### src/hdl/ccsc_pkg.sv
/*
 * Package for the CPU clock source control block: register offsets, field
 * positions, reset values and the carrier types shared by the design.
 * Assumes an 8-bit register port with a 2-bit register address.
 */
package ccsc_pkg;

    localparam int ADDR_W = 2;
    localparam int DATA_W = 8;

    ////////////////////////////////////////////////////////////////////////////
    // Register offsets.
    localparam logic [1:0] OFF_PROC_CLK_CTRL = 2'h0;
    localparam logic [1:0] OFF_INT_OSC_MODE = 2'h1;
    localparam logic [1:0] OFF_MAIN_CLK_MODE = 2'h2;
    localparam logic [1:0] OFF_PERIPH_STATUS = 2'h3;

    ////////////////////////////////////////////////////////////////////////////
    // Field positions.
    localparam int PCC_DIV_LSB = 0;
    localparam int PCC_DIV_MSB = 2;
    localparam int PCC_SUBSEL_BIT = 4;
    localparam int PCC_SUBFLAG_BIT = 5;
    localparam int IOM_IHS_HALT_BIT = 0;
    localparam int IOM_HS_HALT_BIT = 1;
    localparam int MCM_MODE0_BIT = 0;
    localparam int MCM_STATUS_BIT = 1;
    localparam int MCM_SRCPICK_BIT = 2;
    localparam int PST_STOPPED_BIT = 0;
    localparam int PST_RUNNING_BIT = 1;

    ////////////////////////////////////////////////////////////////////////////
    // Values after reset and counts.
    localparam logic [2:0] DIV_RST = 3'h0;
    localparam logic [2:0] DIV_MAX = 3'h4;
    localparam logic SUBSEL_RST = 1'b0;
    localparam logic IHS_HALT_RST = 1'b0;
    localparam logic HS_HALT_RST = 1'b1;
    localparam logic MODE0_RST = 1'b0;
    localparam logic SRCPICK_RST = 1'b0;
    localparam int RL_DIV_W = 7;
    localparam logic [RL_DIV_W-1:0] RL_DIV_LAST = 7'h7F;
    localparam logic [3:0] CNT_RST = 4'h0;
    localparam logic STOPPED_RST = 1'b0;
    localparam logic LOCKED_RST = 1'b0;

    ////////////////////////////////////////////////////////////////////////////
    // Synchroniser lanes for the source waveforms arriving on pins.
    localparam int SRC_N = 8;
    localparam int SRC_HS_XTAL = 0;
    localparam int SRC_HS_EXT = 1;
    localparam int SRC_IHS = 2;
    localparam int SRC_SUB = 3;
    localparam int SRC_RL = 4;
    localparam int SRC_PER_EXT = 5;
    localparam int SRC_TM0_0 = 6;
    localparam int SRC_TM0_1 = 7;

    // CPU clock selection as applied to the multiplexer.
    typedef struct packed {
        logic       subsel;
        logic       mode0;
        logic [2:0] div;
    } ccsc_cfg_t;

    localparam ccsc_cfg_t CFG_RST = '{subsel: SUBSEL_RST, mode0: MODE0_RST, div: DIV_RST};

endpackage

### src/hdl/ccsc_top.sv
/*
 * CPU clock source control: register file, CPU clock selection with
 * boundary-aligned switching, peripheral clock enables and the clock enables
 * of the blocks that keep their own clock.
 * Assumes source oscillators arrive as asynchronous square waves on pins and
 * are far slower than i_core_clk; every generated clock is a one-cycle enable.
 */
//
// Notes on behaviour
// - The high-speed source pick takes only the first write after reset.
// - Peripherals get no clock while it is stopped; software then reinitialises them.
// - Watchdog runs from the low-speed clock whatever the main selections are.
// - Timer unit B on divided low-speed clock ignores peripheral clock selection.
// - External-clocked peripherals run independently, except 16-bit timers 0 and 1.
// - A CPU clock change takes effect one CPU clock after the write.
`timescale 1ns/1ps

module ccsc_top
    import ccsc_pkg::*;
(
    input  wire logic              i_core_clk,           // Core clock, 100 MHz.
    input  wire logic              i_rst,                // Asynchronous reset, active high.
    input  wire logic [ADDR_W-1:0] i_addr,               // Register address.
    input  wire logic [DATA_W-1:0] i_wdata,              // Write data.
    input  wire logic              i_wr,                 // Write strobe.
    input  wire logic              i_rd,                 // Read strobe.
    output logic [DATA_W-1:0]      o_rdata,              // Read data, cycle after i_rd.
    input  wire logic              i_hs_xtal,            // High-speed crystal waveform.
    input  wire logic              i_hs_ext,             // High-speed external clock pin.
    input  wire logic              i_ihs_osc,            // Internal high-speed oscillator.
    input  wire logic              i_sub_osc,            // Subsystem clock waveform.
    input  wire logic              i_rl_osc,             // Low-speed internal clock.
    input  wire logic              i_per_ext_clk,        // Peripheral external clock pin.
    input  wire logic [1:0]        i_timer_ext_count_pin, // Count pins of 16-bit timers 0 and 1.
    input  wire logic              i_tmrb_sel_rl,        // Timer unit B counts divided low-speed clock.
    output logic                   o_cpu_clk_en,         // CPU clock enable pulse.
    output logic                   o_periph_clk_en,      // Peripheral clock enable pulse.
    output logic                   o_periph_run,         // Peripheral clock is running.
    output logic                   o_wdt_clk_en,         // Watchdog clock enable pulse.
    output logic                   o_tmrb_clk_en,        // Timer unit B clock enable pulse.
    output logic                   o_per_ext_clk_en,     // External-clock peripheral enable pulse.
    output logic [1:0]             o_tm0_cnt_en,         // 16-bit timer count edge pulses.
    output logic                   o_main_clock_status_flag, // CPU on high-speed system clock.
    output logic                   o_cpu_on_subclock_flag   // CPU on subsystem clock.
);

    ////////////////////////////////////////////////////////////////////////////
    // Two flip-flops per pin, then a third stage used only for edge detection.
    logic [SRC_N-1:0] pin_in;
    logic [SRC_N-1:0] sync1_r;
    logic [SRC_N-1:0] sync2_r;
    logic [SRC_N-1:0] sync3_r;
    logic [SRC_N-1:0] edge_t;

    assign pin_in = {i_timer_ext_count_pin[1], i_timer_ext_count_pin[0], i_per_ext_clk, i_rl_osc,
                     i_sub_osc, i_ihs_osc, i_hs_ext, i_hs_xtal};

    for (genvar g = 0; g < SRC_N; g++) begin : g_sync
        always_ff @(posedge i_core_clk or posedge i_rst) begin
            if (i_rst) begin
                sync1_r[g] <= 1'b0;
                sync2_r[g] <= 1'b0;
                sync3_r[g] <= 1'b0;
            end else begin
                sync1_r[g] <= pin_in[g];
                sync2_r[g] <= sync1_r[g];
                sync3_r[g] <= sync2_r[g];
            end
        end
        assign edge_t[g] = sync2_r[g] & ~sync3_r[g];
    end

    ////////////////////////////////////////////////////////////////////////////
    // Register file.
    logic [2:0] div_r, div_nxt;
    logic subsel_r, subsel_nxt;
    logic ihs_halt_r, ihs_halt_nxt;
    logic hs_halt_r, hs_halt_nxt;
    logic mode0_r, mode0_nxt;
    logic srcpick_r, srcpick_nxt;
    logic pick_locked_r, pick_locked_nxt;
    logic stopped_r, stopped_nxt;
    logic [DATA_W-1:0] rdata_nxt;

    // Applied CPU selection, owned by the clock group below.
    ccsc_cfg_t app_r;
    logic per_run;

    function automatic logic [DATA_W-1:0] read_mux(input logic [ADDR_W-1:0] a);
        logic [DATA_W-1:0] v;
        v = '0;
        unique case (a)
            OFF_PROC_CLK_CTRL: begin
                v[PCC_DIV_MSB:PCC_DIV_LSB] = div_r;
                v[PCC_SUBSEL_BIT] = subsel_r;
                v[PCC_SUBFLAG_BIT] = app_r.subsel;
            end
            OFF_INT_OSC_MODE: begin
                v[IOM_IHS_HALT_BIT] = ihs_halt_r;
                v[IOM_HS_HALT_BIT] = hs_halt_r;
            end
            OFF_MAIN_CLK_MODE: begin
                v[MCM_MODE0_BIT] = mode0_r;
                v[MCM_STATUS_BIT] = app_r.mode0 & ~app_r.subsel;
                v[MCM_SRCPICK_BIT] = srcpick_r;
            end
            OFF_PERIPH_STATUS: begin
                v[PST_STOPPED_BIT] = stopped_r;
                v[PST_RUNNING_BIT] = per_run;
            end
        endcase
        return v;
    endfunction

    always_comb begin
        div_nxt = div_r;
        subsel_nxt = subsel_r;
        ihs_halt_nxt = ihs_halt_r;
        hs_halt_nxt = hs_halt_r;
        mode0_nxt = mode0_r;
        srcpick_nxt = srcpick_r;
        pick_locked_nxt = pick_locked_r;
        stopped_nxt = stopped_r;
        if (i_wr) begin
            unique case (i_addr)
                OFF_PROC_CLK_CTRL: begin
                    // Bits 3, 6 and 7 are not stored and read back as zero.
                    div_nxt = i_wdata[PCC_DIV_MSB:PCC_DIV_LSB];
                    subsel_nxt = i_wdata[PCC_SUBSEL_BIT];
                end
                OFF_INT_OSC_MODE: begin
                    ihs_halt_nxt = i_wdata[IOM_IHS_HALT_BIT];
                    hs_halt_nxt = i_wdata[IOM_HS_HALT_BIT];
                end
                OFF_MAIN_CLK_MODE: begin
                    mode0_nxt = i_wdata[MCM_MODE0_BIT];
                    if (!pick_locked_r) begin
                        srcpick_nxt = i_wdata[MCM_SRCPICK_BIT];
                    end
                    pick_locked_nxt = 1'b1;
                end
                OFF_PERIPH_STATUS: begin
                    if (i_wdata[PST_STOPPED_BIT]) begin
                        stopped_nxt = 1'b0;
                    end
                end
            endcase
        end
        // A stop seen in the clearing cycle still sets the flag.
        if (!per_run) begin
            stopped_nxt = 1'b1;
        end
        rdata_nxt = i_rd ? read_mux(i_addr) : '0;
    end

    always_ff @(posedge i_core_clk or posedge i_rst) begin
        if (i_rst) begin
            div_r <= DIV_RST;
            subsel_r <= SUBSEL_RST;
            ihs_halt_r <= IHS_HALT_RST;
            hs_halt_r <= HS_HALT_RST;
            mode0_r <= MODE0_RST;
            srcpick_r <= SRCPICK_RST;
            pick_locked_r <= LOCKED_RST;
            stopped_r <= STOPPED_RST;
            o_rdata <= '0;
        end else begin
            div_r <= div_nxt;
            subsel_r <= subsel_nxt;
            ihs_halt_r <= ihs_halt_nxt;
            hs_halt_r <= hs_halt_nxt;
            mode0_r <= mode0_nxt;
            srcpick_r <= srcpick_nxt;
            pick_locked_r <= pick_locked_nxt;
            stopped_r <= stopped_nxt;
            o_rdata <= rdata_nxt;
        end
    end

    ////////////////////////////////////////////////////////////////////////////
    // Clock generation. Sources are gated by their halt bits.
    logic hs_t, ihs_t, sub_t, rl_t, rl128_t, per_t, cpu_src_t, cpu_t;
    logic [3:0] cnt_r, cnt_nxt;
    logic [RL_DIV_W-1:0] rl_cnt_r, rl_cnt_nxt;
    ccsc_cfg_t app_nxt, pend;

    // Longest division for codes above the documented range.
    function automatic logic [3:0] div_limit(input ccsc_cfg_t c);
        logic [2:0] d;
        d = (c.div > DIV_MAX) ? DIV_MAX : c.div;
        return c.subsel ? CNT_RST : 4'((5'h01 << d) - 5'h01);
    endfunction

    assign hs_t = (srcpick_r ? edge_t[SRC_HS_EXT] : edge_t[SRC_HS_XTAL]) & ~hs_halt_r;
    assign ihs_t = edge_t[SRC_IHS] & ~ihs_halt_r;
    assign sub_t = edge_t[SRC_SUB];
    assign rl_t = edge_t[SRC_RL];
    assign rl128_t = rl_t && (rl_cnt_r == RL_DIV_LAST);
    assign per_run = app_r.mode0 ? ~hs_halt_r : ~ihs_halt_r;
    assign per_t = app_r.mode0 ? hs_t : ihs_t;
    assign pend = '{subsel: subsel_r, mode0: mode0_r, div: div_r};

    always_comb begin
        cpu_src_t = app_r.subsel ? sub_t : per_t;
        cpu_t = cpu_src_t && (cnt_r >= div_limit(app_r));
        cnt_nxt = cnt_r;
        app_nxt = app_r;
        if (cpu_t) begin
            // New selection only at a period end, so no shortened pulse.
            cnt_nxt = CNT_RST;
            app_nxt = pend;
        end else if (cpu_src_t) begin
            cnt_nxt = 4'(cnt_r + 4'h1);
        end
        rl_cnt_nxt = rl_t ? RL_DIV_W'(rl_cnt_r + 1'b1) : rl_cnt_r;
    end

    always_ff @(posedge i_core_clk or posedge i_rst) begin
        if (i_rst) begin
            cnt_r <= CNT_RST;
            app_r <= CFG_RST;
            rl_cnt_r <= '0;
            o_cpu_clk_en <= 1'b0;
            o_periph_clk_en <= 1'b0;
            o_periph_run <= 1'b0;
            o_wdt_clk_en <= 1'b0;
            o_tmrb_clk_en <= 1'b0;
            o_per_ext_clk_en <= 1'b0;
            o_tm0_cnt_en <= 2'h0;
            o_main_clock_status_flag <= 1'b0;
            o_cpu_on_subclock_flag <= 1'b0;
        end else begin
            cnt_r <= cnt_nxt;
            app_r <= app_nxt;
            rl_cnt_r <= rl_cnt_nxt;
            o_cpu_clk_en <= cpu_t;
            o_periph_clk_en <= per_t && per_run;
            o_periph_run <= per_run;
            o_wdt_clk_en <= rl_t;
            o_tmrb_clk_en <= i_tmrb_sel_rl ? rl128_t : per_t;
            o_per_ext_clk_en <= edge_t[SRC_PER_EXT];
            o_tm0_cnt_en <= {edge_t[SRC_TM0_1], edge_t[SRC_TM0_0]} & {2{per_run}};
            o_main_clock_status_flag <= app_nxt.mode0 & ~app_nxt.subsel;
            o_cpu_on_subclock_flag <= app_nxt.subsel;
        end
    end
endmodule

### config.mk
export PLATFORM = sky130hd
export DESIGN_NAME = ccsc_top
export DESIGN_NICKNAME = d
export VERILOG_FILES = /design/src/hdl/ccsc_pkg.sv /design/src/hdl/ccsc_top.sv
export SDC_FILE = /design/constraint.sdc
export NUM_CORES = 1
export LEC_CHECK = 0
export BUFFER_PORTS_ARGS = -buffer_cell sky130_fd_sc_hd__clkbuf_2
export CORE_MARGIN = 4
export CORE_UTILIZATION = 37
export CTS_BUF_LIST = sky130_fd_sc_hd__clkbuf_8
export CTS_CLUSTER_DIAMETER = 150
export CTS_CLUSTER_SIZE = 14
export DETAILED_ROUTE_END_ITERATION = 8
export GPL_TIMING_DRIVEN = 0
export MAX_ROUTING_LAYER = met4
export PLACE_DENSITY_LB_ADDON = 0.2
export SYNTH_ARGS = -nofsm -noshare
export SYNTH_HDL_FRONTEND = slang
export SYNTH_SLANG_ARGS = --single-unit
### constraint.sdc
create_clock -name i_core_clk -period 1.9 [get_ports i_core_clk]
set_input_delay 0.095 -clock i_core_clk [delete_from_list [all_inputs] [get_ports i_core_clk]]
set_output_delay 0.095 -clock i_core_clk [all_outputs]
set_load 0.005 [all_outputs]
==> impl_results.md <==
* RSZ-0062 raised after global routing: true
* Endpoints failing setup at 1
* CP endpoint kind: flip-flop
* Die Height at 89.73 µm
* Reg-to-reg slack, setup at -0.02 ns
* Slew @ Worst Pin at 0.6875 ns
* DRT Wirelength at 4181 µm
* Class of the worst hold path: input pin to flip-flop
* P&R area growth vs syn at 27.80%
* Worst slew margin at 0.5410
* CP endpoint: app_r[4]
* Primary FF master, synth: dfrtp_1
* Register area share after synthesis at 0.6486
* Final Hold Viols at 0
* Max clock buf depth at 2
* Synth cell types at 41
* Final antenna-violating net count at 0
* WS Path Type: flip-flop to flip-flop
* Synth Warn # at 0
* Reg-to-reg startpoint: app_r[2]
* Initial antenna violation count at 0
* Worst Path Max Fanout at 7
* Number of remaining DRC errors at 0
* Max Cap Violations at 0
* Setup_tns at -0.01628 ns
* Die ar. at 8051 µm²
* Placed Instances at 297
* Antenna diodes at 0
* Max frequency at 0.5218 GHz
* CP startpoint: app_r[2]
* Clk_lat worst skew at 0.34 ns
* WL/cell at 12.75 µm
* Port bufs at 32
* Worst Path Arrival at 2.13 ns
* CTS Buf Count at 9
* Total number of vias at 1526
* Largest net degree at the start of global routing at 34
* Worst R2R Path Depth at 7
* Finished Layout Cells at 328
* Clock-pin slew on the worst setup and hold paths at 0.07 ns
* Die Wd at 89.73 µm
* Core area at 6422 µm²
* First-pass GRT wire length at 7776 µm
* FF+latch count, synth at 64
* GPL Wtd Cong at 0.7149
* Cell area after synthesis at 2471 µm²
* H-tree lvl count at 3
* Worst vdd ir at 527.3 µV
* Avg Vias per Cell at 4.652
* Lkg Pwr at 1.492 nW
* Nets at 275
* TritonCTS clock tree: yes
* Syn_area_per_cell at 13.36 µm²
* Failing checks: setup timing
* Post-synth EDFFs at 0
* Initial core utilization at 0.3848
* Post-Synthesis Cells at 185
* Fin. max-slew vios at 0
* IO Pins at 41
* Setup crit start kind: flip-flop
* DR iter-0 viols at 61
* Status: finished with violations
* Clk sinks at 64
* Clock tree root buffer cell: clkbuf_8
* HPWL after detailed placement at 2820 µm
* Power Density at 1320 nW/µm²
* Fraction of layout instances using a drive strength above 1 at 0.3466
* Crit share post-route at 1.009
* Core Rows at 29
* Worst Skew at 0.008302 ns
* Design Power at 4.168 mW
* Final min period at 1.916 ns
* Worst reg2reg endpoint: app_r[4]
* Total grt overflow at 0
* DRT Pass-1 Iters at 4
* Asr flop ratio synth at 1.000
* Area of placed instances at 2779 µm²
* Final instance area at 3158 µm²
* All-Layer GR Usage at 0.1238
* Critical Path RT at 2.12 ns
* Vias in the first global route at 1643
* PnR worst setup slack at -0.01628 ns
through the flow:
step                      hold WS, ns  worst slack, ns    util
after detailed placement       0.2047          -0.2850  0.4327
after global routing         0.003241         -0.09048  0.4917
final                         0.01311         -0.01628  0.4917
after CTS                   0.0002250         -0.06182  0.4917
after floorplan                0.1264          -0.1511       -
after global placement         0.2028          -0.5341  0.4296
sequential cells by signal (all words and copies together) (netlist names), 2 cells and up:
name          cells
cnt_r             4
sync3_r           8
div_r             3
sync1_r           8
o_rdata           5
app_r             5
o_tm0_cnt_en      2
sync2_r           8
rl_cnt_r          7
cell usage in the layout, fill, tap and decap left out, types with 3 or more instances in the layout:
cell           count
dfrtp_1           61
clkbuf_2          32
dlygate4sd3_1     12
nand2_1           10
clkbuf_8          10
mux2_2             9
inv_1              9
buf_4              8
o21ai_1            6
nor2_1             6
nand2b_1           6
a21oi_1            5
ha_1               5
nand3_1            4
nand3b_1           4
mux2_4             4
nor3b_1            4
o21ai_0            4
clkbuf_1           3
xor2_1             3
xnor2_1            3
conb_1             3
clkinv_2           3
how the worst min path moves through the flow:
stage | startpoint | end | slack, ns | cells past startpoint
3_5_place_dp | i_rl_osc | sync1_r[4] | 0.20 | 1
5_1_grt | i_wdata[2] | div_r[2] | 0.003 | 2
2_1_floorplan | i_hs_xtal | sync1_r[0] | 0.13 | 0
6_report | i_wdata[2] | div_r[2] | 0.01 | 2
4_1_cts | i_wdata[2] | div_r[2] | 0.0002 | 2
3_3_place_gp | i_rl_osc | sync1_r[4] | 0.20 | 1
layout make-up:
| type | instances | area [µm²] |
|---|---|---|
| clock buffer | 10 | 137.6 |
| clock inverter | 6 | 82.58 |
| inverter | 11 | 41.29 |
| timing repair buffer | 50 | 337.8 |
| fill | 583 | 3264 |
| sequential | 64 | 1605 |
| multi-input combinational | 104 | 823.3 |
| tap | 77 | 96.34 |
| buffer | 6 | 33.78 |
Yosys cell counts (3+ instances only):
master     n  area (µm²)
xnor2_1    3       26.28
nand3b_1   4       30.03
buf_4      3       22.52
ha_1       6       75.07
nor2_1     6       22.52
nor3_1     3       15.01
o21ai_1    5       25.02
clkbuf_1   3       11.26
dfrtp_1   63        1577
inv_1     10       37.54
mux2_4     4       60.06
o21ai_0    6       30.03
mux2_2     9       101.4
nor3b_1    4       30.03
nand2_1   10       37.54
nand2b_1   6       37.54
a21oi_1    6       30.03
nand3_1    4       20.02
xor2_1     3       26.28
worst max-delay path: stages (launching register included):
cell and delay (ns):
dfrtp_2 0.45, o21bai_4 0.16, o21ai_2 0.06, ha_1 0.27
o21ai_1 0.06, a211o_1 0.27, nand2b_4 0.20, mux2_4 0.32
cell families after synthesis:
logic type                 share of synthesized area
AOI/OAI and AO/OA                            0.06329
xor gates and xnor gates                     0.02127
adders and majority gates                    0.03038
buffers and inverters                        0.03696
DFF                                           0.6486
muxes                                        0.07848
other                                       0.001518
and+or+nand+nor                               0.1195
where the power goes:
part | total [mW] | internal (mW) | switching (mW)
Combinational | 1.06 | 0.597 | 0.464
Clock | 1.27 | 0.767 | 0.506
Sequential | 1.83 | 1.61 | 0.219
layer usage:
layer  GRT usage  wire [µm]
met3     0.03088        164
met2      0.1861       2023
met1      0.1521       1878
met4     0.07280        114
met5           -          0
timing repair:
action	CTS	global route
hold buffers	12	0
setup buffers	5	0
gates resized for setup	2	4
endpoints found under the setup margin	6	7
pin swaps	2	6
hold endpoints to repair	43	0
(Power assumes the default switching activity.)
